File: src/pkg/dcs_pkg.sv
/*
  Package for the debug, counter and security register bank: addresses,
  field positions, reset values and the debug-cause codes.
  Assumes a 12-bit register address from the pipeline's register access port.
*/
package dcs_pkg;
  localparam logic [11:0] ADDR_DEBUG_CTRL_STATUS = 12'h7b0;
  localparam logic [11:0] ADDR_DEBUG_RETURN_PC = 12'h7b1;
  localparam logic [11:0] ADDR_DEBUG_SCRATCH_ZERO = 12'h7b2;
  localparam logic [11:0] ADDR_DEBUG_SCRATCH_ONE = 12'h7b3;
  localparam logic [11:0] ADDR_COUNTER_INHIBIT = 12'h320;
  localparam logic [11:0] ADDR_CYCLE_COUNT_LOW = 12'hb00;
  localparam logic [11:0] ADDR_RETIRED_COUNT_LOW = 12'hb02;
  localparam logic [11:0] ADDR_EVENT_LOW_FIRST = 12'hb03;
  localparam logic [11:0] ADDR_EVENT_LOW_LAST = 12'hb1f;
  localparam logic [11:0] ADDR_CYCLE_COUNT_HIGH = 12'hb80;
  localparam logic [11:0] ADDR_RETIRED_COUNT_HIGH = 12'hb82;
  localparam logic [11:0] ADDR_EVENT_HIGH_FIRST = 12'hb83;
  localparam logic [11:0] ADDR_EVENT_HIGH_LAST = 12'hb9f;
  localparam logic [11:0] ADDR_SECURITY_FEATURE_CTRL = 12'hbf0;
  localparam logic [11:0] ADDR_RANDOM_SEED_ZERO = 12'hbf9;
  localparam logic [11:0] ADDR_RANDOM_SEED_ONE = 12'hbfa;
  localparam logic [11:0] ADDR_RANDOM_SEED_TWO = 12'hbfc;
  localparam logic [11:0] ADDR_MAKER_CODE = 12'hf11;
  localparam logic [11:0] ADDR_ARCHITECTURE_CODE = 12'hf12;

  // debug control/status field positions
  localparam int DBG_VER_LSB = 28;
  localparam logic [3:0] DBG_VER_VALUE = 4'h4;
  localparam int DBG_BRK_M_BIT = 15;
  localparam int DBG_BRK_U_BIT = 12;
  localparam int DBG_STEP_IRQ_ALLOW_BIT = 11;
  localparam int DBG_CAUSE_LSB = 6;
  localparam int DBG_NONMASKABLE_PENDING_BIT = 3;
  localparam int DBG_STEP_BIT = 2;
  localparam int DBG_PRV_LSB = 0;
  localparam logic [1:0] PRV_USER = 2'h0;
  localparam logic [1:0] PRV_MACHINE = 2'h3;
  localparam logic [1:0] PRV_RESET = 2'h3;

  // counter-inhibit bits; all inhibited at reset
  localparam int INH_CYCLE_BIT = 0;
  localparam int INH_RETIRED_BIT = 2;
  localparam logic [31:0] INHIBIT_RESET = 32'h0000_0005;

  // security control field positions
  localparam int SEC_FREQ_LSB = 16;
  localparam int SEC_NOISE_BIT = 3;
  localparam int SEC_HINT_BIT = 2;
  localparam int SEC_FILLER_BIT = 1;
  localparam int SEC_CONST_TIME_BIT = 0;

  localparam logic [31:0] ZERO_WORD = 32'h0000_0000;
  localparam logic [3:0] FREQ_RESET = 4'h0;

  // debug entry causes
  typedef enum logic [2:0] {
    DCS_CAUSE_NONE = 3'b000,
    DCS_CAUSE_EBREAK = 3'b001,
    DCS_CAUSE_TRIGGER = 3'b010,
    DCS_CAUSE_HALTREQ = 3'b011,
    DCS_CAUSE_STEP = 3'b100
  } dcs_cause_t;
endpackage : dcs_pkg

File: src/design/dcs_regs.sv
/*
  Debug control/status, debug return pc, scratch pair, 64-bit cycle and
  retired counters, hardwired event slots, security control, three seed
  registers and the two identification registers.
  Assumes the pipeline presents one register access per cycle (csr_we/csr_re
  with address and data) and reads csr_rdata the following cycle; debug
  entry, privilege, retire and nmi events come from logic on the same clock.
*/
// Contract
// - debug control top nibble reads constant 4, writes ignored.
// - machine-mode ebreak enters debug when machine break bit set.
// - user-mode ebreak enters debug when user break bit set.
// - step interrupt bit allows interrupts while stepping; clear masks them.
// - cause field is read only, shows latest debug entry reason.
// - read-only bit shows pending non-maskable interrupt.
// - writable step bit makes core step once then re-enter debug.
// - prior privilege holds 0 or 3 only; other writes legalized.
// - counter/timer halts, other breaks, virt and mprv read zero.
// - return pc loads next pc on debug entry, also software writable.
// - two scratch registers, read/write, cleared by reset.
// - 64-bit cycle counter, both words read/write, reset zero.
// - 64-bit retired counter, both words read/write, reset zero.
// - event slots 3 to 31 low and high read zero, drop writes.
// - filler interval field picks random interval between dummy instructions.
// - noise bit drives random data into unused functional units.
// - hint bit replaces set-less-than hints with harmless random ones.
// - filler bit inserts dummy instructions at chosen interval.
// - constant time bit makes execution time data independent.
// - security control register always reads zero.
// - three seed registers load their generator seed, read zero.
// - maker code holds continuation count and final id byte.
// - architecture code is fixed read-only value, writes ignored.
// - counters inhibited after reset; bit 0 cycle, bit 2 retired.
module dcs_regs #(
  parameter logic [24:0] MAKER_BANK_COUNT = 25'h0000001, // arbitrary value
  parameter logic [6:0] MAKER_FINAL_BYTE = 7'h01, // arbitrary value
  parameter logic [31:0] ARCH_CODE = 32'h0000_0001 // arbitrary value
) (
  input wire logic clk,
  input wire logic sys_rst,
  input wire logic csr_we,
  input wire logic csr_re,
  input wire logic [11:0] csr_addr,
  input wire logic [31:0] csr_wdata,
  input wire logic debug_entry,
  input wire logic [2:0] debug_entry_cause,
  input wire logic [31:0] debug_entry_next_pc,
  input wire logic [1:0] debug_entry_priv,
  input wire logic ebreak_exec,
  input wire logic [1:0] cur_priv,
  input wire logic nmi_pending_in,
  input wire logic instr_retired,
  output logic [31:0] csr_rdata,
  output logic csr_rvalid,
  output logic ebreak_to_debug,
  output logic step_en,
  output logic step_irq_mask,
  output logic [31:0] debug_return_pc,
  output logic [3:0] filler_insert_interval,
  output logic idle_unit_noise_en,
  output logic hint_randomize_en,
  output logic filler_insert_en,
  output logic constant_time_en,
  output logic [31:0] random_gen_zero_seed,
  output logic [31:0] random_gen_one_seed,
  output logic [31:0] random_gen_two_seed,
  output logic [2:0] seed_load
);
  logic brk_to_debug_machine_q;
  logic brk_to_debug_user_q;
  logic step_irq_allow_q;
  logic step_q;
  logic [2:0] cause_q;
  logic nonmaskable_pending_q;
  logic [1:0] prior_privilege_q;
  logic [31:0] dpc_q;
  logic [31:0] scratch_q [2];
  logic [63:0] cycle_q;
  logic [63:0] retired_q;
  logic [31:0] inhibit_q;
  logic [3:0] freq_q;
  logic [3:0] feat_q;
  logic [31:0] seed_q [3];
  logic [2:0] seed_load_q;
  logic [31:0] rdata_q;
  logic rvalid_q;
  logic [31:0] dbg_word;

  // write strobe for one address
  function automatic logic wr_hit(input logic we, input logic [11:0] a, input logic [11:0] t);
    wr_hit = we && (a == t);
  endfunction : wr_hit

  // any value other than user is taken as machine
  function automatic logic [1:0] legal_priv(input logic [1:0] p);
    legal_priv = (p == dcs_pkg::PRV_USER) ? dcs_pkg::PRV_USER : dcs_pkg::PRV_MACHINE;
  endfunction : legal_priv

  // assembled debug control word; unlisted fields stay zero
  always_comb begin
    dbg_word = dcs_pkg::ZERO_WORD;
    dbg_word[dcs_pkg::DBG_VER_LSB +: 4] = dcs_pkg::DBG_VER_VALUE;
    dbg_word[dcs_pkg::DBG_BRK_M_BIT] = brk_to_debug_machine_q;
    dbg_word[dcs_pkg::DBG_BRK_U_BIT] = brk_to_debug_user_q;
    dbg_word[dcs_pkg::DBG_STEP_IRQ_ALLOW_BIT] = step_irq_allow_q;
    dbg_word[dcs_pkg::DBG_CAUSE_LSB +: 3] = cause_q;
    dbg_word[dcs_pkg::DBG_NONMASKABLE_PENDING_BIT] = nonmaskable_pending_q;
    dbg_word[dcs_pkg::DBG_STEP_BIT] = step_q;
    dbg_word[dcs_pkg::DBG_PRV_LSB +: 2] = prior_privilege_q;
  end

  // debug control: hardware entry beats a software write of the privilege field in the same cycle
  always_ff @(posedge clk) begin
    if (sys_rst) begin
      brk_to_debug_machine_q <= 1'b0;
      brk_to_debug_user_q <= 1'b0;
      step_irq_allow_q <= 1'b0;
      step_q <= 1'b0;
      cause_q <= dcs_pkg::DCS_CAUSE_NONE;
      prior_privilege_q <= dcs_pkg::PRV_RESET;
    end else begin
      if (wr_hit(csr_we, csr_addr, dcs_pkg::ADDR_DEBUG_CTRL_STATUS)) begin
        brk_to_debug_machine_q <= csr_wdata[dcs_pkg::DBG_BRK_M_BIT];
        brk_to_debug_user_q <= csr_wdata[dcs_pkg::DBG_BRK_U_BIT];
        step_irq_allow_q <= csr_wdata[dcs_pkg::DBG_STEP_IRQ_ALLOW_BIT];
        step_q <= csr_wdata[dcs_pkg::DBG_STEP_BIT];
        prior_privilege_q <= legal_priv(csr_wdata[dcs_pkg::DBG_PRV_LSB +: 2]);
      end
      if (debug_entry) begin
        cause_q <= debug_entry_cause;
        prior_privilege_q <= legal_priv(debug_entry_priv);
      end
    end
  end

  // nmi status sampled from the pipeline, read-only to software
  always_ff @(posedge clk) begin
    if (sys_rst) begin
      nonmaskable_pending_q <= 1'b0;
    end else begin
      nonmaskable_pending_q <= nmi_pending_in;
    end
  end

  // return pc: entry capture wins over a simultaneous write
  always_ff @(posedge clk) begin
    if (sys_rst) begin
      dpc_q <= dcs_pkg::ZERO_WORD;
    end else if (debug_entry) begin
      dpc_q <= debug_entry_next_pc;
    end else if (wr_hit(csr_we, csr_addr, dcs_pkg::ADDR_DEBUG_RETURN_PC)) begin
      dpc_q <= csr_wdata;
    end
  end

  // scratch pair
  always_ff @(posedge clk) begin
    if (sys_rst) begin
      scratch_q[0] <= dcs_pkg::ZERO_WORD;
      scratch_q[1] <= dcs_pkg::ZERO_WORD;
    end else begin
      if (wr_hit(csr_we, csr_addr, dcs_pkg::ADDR_DEBUG_SCRATCH_ZERO)) begin
        scratch_q[0] <= csr_wdata;
      end
      if (wr_hit(csr_we, csr_addr, dcs_pkg::ADDR_DEBUG_SCRATCH_ONE)) begin
        scratch_q[1] <= csr_wdata;
      end
    end
  end

  // counter inhibit: only the two implemented bits are kept
  always_ff @(posedge clk) begin
    if (sys_rst) begin
      inhibit_q <= dcs_pkg::INHIBIT_RESET;
    end else if (wr_hit(csr_we, csr_addr, dcs_pkg::ADDR_COUNTER_INHIBIT)) begin
      inhibit_q <= dcs_pkg::ZERO_WORD;
      inhibit_q[dcs_pkg::INH_CYCLE_BIT] <= csr_wdata[dcs_pkg::INH_CYCLE_BIT];
      inhibit_q[dcs_pkg::INH_RETIRED_BIT] <= csr_wdata[dcs_pkg::INH_RETIRED_BIT];
    end
  end

  // cycle counter; a word write overrides that cycle's increment
  always_ff @(posedge clk) begin
    if (sys_rst) begin
      cycle_q <= 64'h0000_0000_0000_0000;
    end else if (wr_hit(csr_we, csr_addr, dcs_pkg::ADDR_CYCLE_COUNT_LOW)) begin
      cycle_q[31:0] <= csr_wdata;
    end else if (wr_hit(csr_we, csr_addr, dcs_pkg::ADDR_CYCLE_COUNT_HIGH)) begin
      cycle_q[63:32] <= csr_wdata;
    end else if (!inhibit_q[dcs_pkg::INH_CYCLE_BIT]) begin
      cycle_q <= cycle_q + 64'h0000_0000_0000_0001;
    end
  end

  // retired counter
  always_ff @(posedge clk) begin
    if (sys_rst) begin
      retired_q <= 64'h0000_0000_0000_0000;
    end else if (wr_hit(csr_we, csr_addr, dcs_pkg::ADDR_RETIRED_COUNT_LOW)) begin
      retired_q[31:0] <= csr_wdata;
    end else if (wr_hit(csr_we, csr_addr, dcs_pkg::ADDR_RETIRED_COUNT_HIGH)) begin
      retired_q[63:32] <= csr_wdata;
    end else if (!inhibit_q[dcs_pkg::INH_RETIRED_BIT] && instr_retired) begin
      retired_q <= retired_q + 64'h0000_0000_0000_0001;
    end
  end

  // security features: stored but never read back
  always_ff @(posedge clk) begin
    if (sys_rst) begin
      freq_q <= dcs_pkg::FREQ_RESET;
      feat_q <= 4'h0;
    end else if (wr_hit(csr_we, csr_addr, dcs_pkg::ADDR_SECURITY_FEATURE_CTRL)) begin
      freq_q <= csr_wdata[dcs_pkg::SEC_FREQ_LSB +: 4];
      feat_q <= csr_wdata[3:0];
    end
  end

  // seeds: value held plus a one-cycle load pulse per generator
  always_ff @(posedge clk) begin
    if (sys_rst) begin
      seed_q[0] <= dcs_pkg::ZERO_WORD;
      seed_q[1] <= dcs_pkg::ZERO_WORD;
      seed_q[2] <= dcs_pkg::ZERO_WORD;
      seed_load_q <= 3'h0;
    end else begin
      seed_load_q[0] <= wr_hit(csr_we, csr_addr, dcs_pkg::ADDR_RANDOM_SEED_ZERO);
      seed_load_q[1] <= wr_hit(csr_we, csr_addr, dcs_pkg::ADDR_RANDOM_SEED_ONE);
      seed_load_q[2] <= wr_hit(csr_we, csr_addr, dcs_pkg::ADDR_RANDOM_SEED_TWO);
      if (wr_hit(csr_we, csr_addr, dcs_pkg::ADDR_RANDOM_SEED_ZERO)) begin
        seed_q[0] <= csr_wdata;
      end
      if (wr_hit(csr_we, csr_addr, dcs_pkg::ADDR_RANDOM_SEED_ONE)) begin
        seed_q[1] <= csr_wdata;
      end
      if (wr_hit(csr_we, csr_addr, dcs_pkg::ADDR_RANDOM_SEED_TWO)) begin
        seed_q[2] <= csr_wdata;
      end
    end
  end

  // read mux, registered; event slots, seeds, security word read zero
  always_ff @(posedge clk) begin
    if (sys_rst) begin
      rdata_q <= dcs_pkg::ZERO_WORD;
      rvalid_q <= 1'b0;
    end else begin
      rvalid_q <= csr_re;
      rdata_q <= dcs_pkg::ZERO_WORD;
      if (csr_re) begin
        case (csr_addr)
          dcs_pkg::ADDR_DEBUG_CTRL_STATUS: rdata_q <= dbg_word;
          dcs_pkg::ADDR_DEBUG_RETURN_PC: rdata_q <= dpc_q;
          dcs_pkg::ADDR_DEBUG_SCRATCH_ZERO: rdata_q <= scratch_q[0];
          dcs_pkg::ADDR_DEBUG_SCRATCH_ONE: rdata_q <= scratch_q[1];
          dcs_pkg::ADDR_COUNTER_INHIBIT: rdata_q <= inhibit_q;
          dcs_pkg::ADDR_CYCLE_COUNT_LOW: rdata_q <= cycle_q[31:0];
          dcs_pkg::ADDR_CYCLE_COUNT_HIGH: rdata_q <= cycle_q[63:32];
          dcs_pkg::ADDR_RETIRED_COUNT_LOW: rdata_q <= retired_q[31:0];
          dcs_pkg::ADDR_RETIRED_COUNT_HIGH: rdata_q <= retired_q[63:32];
          dcs_pkg::ADDR_MAKER_CODE: rdata_q <= {MAKER_BANK_COUNT, MAKER_FINAL_BYTE};
          dcs_pkg::ADDR_ARCHITECTURE_CODE: rdata_q <= ARCH_CODE;
          default: rdata_q <= dcs_pkg::ZERO_WORD;
        endcase
      end
    end
  end

  // control outputs to the pipeline, one cycle behind the state
  always_ff @(posedge clk) begin
    if (sys_rst) begin
      ebreak_to_debug <= 1'b0;
      step_en <= 1'b0;
      step_irq_mask <= 1'b1;
      debug_return_pc <= dcs_pkg::ZERO_WORD;
    end else begin
      ebreak_to_debug <= ebreak_exec &&
        ((cur_priv == dcs_pkg::PRV_MACHINE && brk_to_debug_machine_q) ||
         (cur_priv == dcs_pkg::PRV_USER && brk_to_debug_user_q));
      step_en <= step_q;
      step_irq_mask <= step_q && !step_irq_allow_q;
      debug_return_pc <= dpc_q;
    end
  end

  // security enables to the pipeline and generators
  always_ff @(posedge clk) begin
    if (sys_rst) begin
      filler_insert_interval <= dcs_pkg::FREQ_RESET;
      idle_unit_noise_en <= 1'b0;
      hint_randomize_en <= 1'b0;
      filler_insert_en <= 1'b0;
      constant_time_en <= 1'b0;
    end else begin
      filler_insert_interval <= freq_q;
      idle_unit_noise_en <= feat_q[dcs_pkg::SEC_NOISE_BIT];
      hint_randomize_en <= feat_q[dcs_pkg::SEC_HINT_BIT];
      filler_insert_en <= feat_q[dcs_pkg::SEC_FILLER_BIT];
      constant_time_en <= feat_q[dcs_pkg::SEC_CONST_TIME_BIT];
    end
  end

  assign csr_rdata = rdata_q;
  assign csr_rvalid = rvalid_q;
  assign random_gen_zero_seed = seed_q[0];
  assign random_gen_one_seed = seed_q[1];
  assign random_gen_two_seed = seed_q[2];
  assign seed_load = seed_load_q;
endmodule : dcs_regs

File: config.mk
export PLATFORM = sky130hd
export DESIGN_NAME = dcs_regs
export DESIGN_NICKNAME = d
export VERILOG_FILES = /design/src/pkg/dcs_pkg.sv /design/src/design/dcs_regs.sv
export SDC_FILE = /design/constraint.sdc
export NUM_CORES = 1
export LEC_CHECK = 0
export ABC_CLOCK_PERIOD_IN_PS = 3000
export BUFFER_PORTS_ARGS = -buffer_cell sky130_fd_sc_hd__buf_2
export CAP_MARGIN = 20
export CORE_UTILIZATION = 55
export DETAILED_ROUTE_END_ITERATION = 7
export GPL_TIMING_DRIVEN = 0
export MAX_ROUTING_LAYER = met4
export PLACE_DENSITY = 0.77
export SKIP_LAST_GASP = 1
export SLEW_MARGIN = 25
export SYNTH_ARGS = -nofsm -noshare
export SYNTH_HDL_FRONTEND = slang
export SYNTH_SLANG_ARGS = --single-unit
File: constraint.sdc
create_clock -name clk -period 3 [get_ports clk]
set_input_delay 0 -clock clk [delete_from_list [all_inputs] [get_ports clk]]
set_output_delay 0 -clock clk [all_outputs]
set_load 0.01 [all_outputs]
==> impl_summary.log <==
INFO  metric postSynth.asyncResetShare = 0
INFO  metric finalPower = roughly 12 mW
INFO  metric slowest_stage = sky130_fd_sc_hd__or4b_4
INFO  metric numCtsBuffers = 44
INFO  metric start_util = 0.5603
INFO  metric totalNegativeSetupSlack = 0 ns
INFO  metric io-pin-count = approximately 270
INFO  metric drt_pass1_iterations = 8
INFO  metric dpl.hpwl = 57080 um
INFO  metric number_of_antenna_violations_at_the_first_check_in_global_routing = 5
INFO  metric detail_route.vias_per_cell = a little under 7
INFO  metric totalWireLength = between 80000 and 90000 um
INFO  metric max-vdd-ir-drop = 0.0005393 V
INFO  metric worst_r2r_path_depth = 7
INFO  metric filler_cell_count = 2482
INFO  metric gp_congestion = 1.033
INFO  metric die_width = 187.1 um
INFO  metric dr.first_iter.drc_count = 3250
INFO  metric final_max_slew_viols = 0
INFO  metric core_region_area = about 34000 um^2
INFO  metric clk_path_buf_depth = 3
INFO  metric drt_drc_violations_left = 13
INFO  metric synth_nets = approximately 1900
INFO  metric grt_setup_unrepaired = yes
INFO  metric r2r-start = cycle_q[2]
INFO  metric wire_per_inst = around 30 um
INFO  metric first_global_vias = between 15000 and 20000
INFO  metric cts_sinks = 418
INFO  metric failed_checks = design-rule violations
INFO  metric site_row_count = 67
INFO  metric clock-root-buffer = sky130_fd_sc_hd__clkbuf_16
INFO  metric cp_data_arrival_time = roughly 3.5 ns
INFO  metric path_buf_inv = 1
INFO  metric layout-drive-gt1-share = 0.1953
INFO  metric skew = ~0.026 ns
INFO  metric worstPathCellList = nand4_1, or4b_4, or3_1, buf_6, nor3_1, mux2_1, a21oi_1
INFO  metric max_freq = between 300 and 400 MHz
INFO  metric synth-main-ff-cell = sky130_fd_sc_hd__dfxtp_1
INFO  metric setup.reg_to_reg.worst_slack = between 0.02 and 0.025 ns
INFO  metric worst_slew_pin_slew = ~1.1 ns
INFO  metric setup_violating_endpoint_count_in_the_final_report = 0
INFO  metric critPathMaxFanout = 7
INFO  metric worst_slew_margin_rel = 0.2333
INFO  metric clock_insertion_delay_worst_skew = 0.58 ns
INFO  metric r2r-end = cycle_q[61]
INFO  metric period_needed = between 2 and 3 ns
INFO  metric cp_slowest_stage_delay = 0.66 ns
INFO  metric ctsHtreeMaxLevel = 2
INFO  metric hold-path-endpoint = retired_q[1]
INFO  metric syn_avg_cell_area = roughly 10 um^2
INFO  metric io_buffer_count = ~260
INFO  metric final_core_utilization = 0.6838
INFO  metric critical-path-top-delay-family = simple AND/OR/NAND/NOR gates
INFO  metric synth-seq-area-share = 0.5293
INFO  metric antenna_left = 0
INFO  metric vias = 18430
INFO  metric clkSlewWorstSetupHoldPaths = about 0.06 ns
INFO  metric synth-seq-cells = around 420
INFO  metric whs_path_depth = 3
INFO  metric grt_max_degree = 33
INFO  metric die_area = about 35000 um^2
INFO  metric yosysUniqueCellTypes = 83
INFO  metric timing.setup.critical_path_class = reg -> reg
INFO  metric grt_first_pass_wirelength = ~120000 um
INFO  metric synth_top_cells_by_area = sky130_fd_sc_hd__dfxtp_1, sky130_fd_sc_hd__edfxtp_1, sky130_fd_sc_hd__nor2_1
INFO  metric yosys_warnings = 0
INFO  metric worstSetupStartpointType = flip-flop
INFO  metric post-route-period-util = 0.9931
INFO  metric finalNetCount = 2319
INFO  metric cts_tree = yes
INFO  metric timing.hold.worst.start = csr_wdata[1]
INFO  metric syn-cell-area = 18830 um^2
INFO  metric max_cap_violations = 0
INFO  metric die_h = between 150 and 200 um
INFO  metric synth_top_cell_by_area = sky130_fd_sc_hd__dfxtp_1
INFO  metric syn-instance-count = around 1800
INFO  metric syn_to_final_growth = 22.05%
INFO  metric worst_setup_path_startpoint = cycle_q[2]
INFO  metric min_path_type = in -> reg
INFO  metric synth-edff-count = 160
INFO  metric outcome = complete, but fails checks
INFO  metric pwr_density_cell = about 540 nW/um^2
INFO  metric power.leakage = around 8.4 nW
INFO  metric critical_path_required = roughly 3.5 ns
INFO  metric synth.top_cell.area_share = 0.2742
INFO  metric setup.worst_path.end_class = flip-flop
INFO  metric total_track_usage = 0.4733
INFO  metric timing_hold_violations_final = 0
INFO  metric grt.overflow.total = 0
registers in the layout (all words and copies together), names as in the netlist, 2 cells and up:
name	count
freq_q	4
debug_return_pc	32
seed_load	3
retired_q	64
seed_q	96
csr_rdata	32
scratch_q	64
inhibit_q	2
feat_q	4
cycle_q	64
filler_insert_interval	4
cause_q	3
dpc_q	32
area by class of cell:
cell class,instances,area (um^2),share of cell area
diodes,6,15.01,0.0006532
plain buffers,120,505.5,0.02199
clock buffers,64,1269,0.05519
clock inverters,14,122.6,0.005334
inverters,20,75.07,0.003266
multi-input cells,1280,8330,0.3624
flip-flops and latches,418,9972,0.4338
well taps,448,560.5,0.02439
repair buffers,342,2137,0.09297
Yosys cell counts (49+ instances only):
| cell type | instances |
|---|---|
| sky130_fd_sc_hd__dfxtp_1 | 258 |
| sky130_fd_sc_hd__nor2_1 | 161 |
| sky130_fd_sc_hd__edfxtp_1 | 160 |
| sky130_fd_sc_hd__nand2_1 | 137 |
| sky130_fd_sc_hd__clkbuf_1 | 87 |
| sky130_fd_sc_hd__a21oi_1 | 81 |
| sky130_fd_sc_hd__and2_1 | 79 |
| sky130_fd_sc_hd__nand3_1 | 66 |
| sky130_fd_sc_hd__mux2i_1 | 57 |
| sky130_fd_sc_hd__o21ai_0 | 53 |
| sky130_fd_sc_hd__nand4_1 | 50 |
| sky130_fd_sc_hd__nor2b_1 | 49 |
report_power, final:
group          total [mW]  switching, mW  internal (mW)
logic               0.797          0.533          0.264
clock network        5.41           2.30           3.10
registers            6.12         0.0806           6.04
logic make-up (layout without fill, tap and decap cells):
group           Yosys count  in the layout  synth area share
compound gates          373            373            0.1388
xor+xnor                 55             55           0.02558
fa+ha+maj                 2              2          0.001328
buf+inv                 140            560           0.03062
flops                   418            418            0.5293
mux                     102            102           0.05839
other cells               0              6                 0
simple gates            748            748            0.2160
per-layer routing:
metal	wire length [um]	global-route usage
met5	0	-
met1	30300	0.5988
met3	11120	0.1315
met2	34480	0.6721
met4	5854	0.2897
cell usage in the layout, fill, tap and decap left out, types with 53 or more instances in the layout:
cell                            instances
sky130_fd_sc_hd__mux2i_1               57
sky130_fd_sc_hd__dlygate4sd3_1         76
sky130_fd_sc_hd__a21oi_1               81
sky130_fd_sc_hd__clkbuf_1              99
sky130_fd_sc_hd__and2_1                79
sky130_fd_sc_hd__dfxtp_1              256
sky130_fd_sc_hd__nor2_1               160
sky130_fd_sc_hd__edfxtp_1             160
sky130_fd_sc_hd__o21ai_0               53
sky130_fd_sc_hd__nand2_1              134
sky130_fd_sc_hd__nand3_1               65
sky130_fd_sc_hd__buf_2                276
how the worst max path moves through the flow:
| stage | cells past startpoint | slack [ns] | endpoint |
|---|---|---|---|
| detailed placement | 8 | -0.31 | cycle_q[48] |
| CTS | 8 | 0.04 | retired_q[38] |
| global route | 9 | -0.08 | retired_q[42] |
| global placement | 9 | -0.64 | scratch_q[0][55] |
| floorplan | 9 | 0.36 | scratch_q[0][32] |
| finish | 7 | 0.02 | cycle_q[61] |
worst register-to-register path, delay by kind of cell (launching register included):
family | cells | cell delay (ns)
simple gates | 4 | 1.68
flops | 1 | 0.60
mux | 1 | 0.34
buf+inv | 1 | 0.15
compound gates | 1 | 0.14
repair_timing:
| action | in CTS | in global routing |
|---|---|---|
| pin swaps | 2 | 1 |
| endpoints found under the setup margin | 7 | 18 |
| cloned | 0 | 0 |
| hold buffers | 76 | 0 |
| hold endpoints to repair | 177 | 0 |
| resized for setup | 2 | 8 |
| buffers inserted | 2 | 4 |
metrics by stage:
| stage | setup WS [ns] | instance area (um^2) | hold WS (ns) | std cells |
|---|---|---|---|---|
| after floorplan | 0.3606 | 18830 | 0.1282 | 1838 |
| after global placement | -0.6420 | 20690 | 0.2329 | 2544 |
| after detailed placement | -0.3118 | 20730 | 0.2351 | 2546 |
| after global routing | -0.08431 | 22990 | 0.06963 | 2712 |
| after CTS | 0.03958 | 22910 | 0.03615 | 2702 |
| final | 0.02057 | 22990 | 0.08061 | 2712 |
No activity file was read; power rests on OpenSTA's default activity.
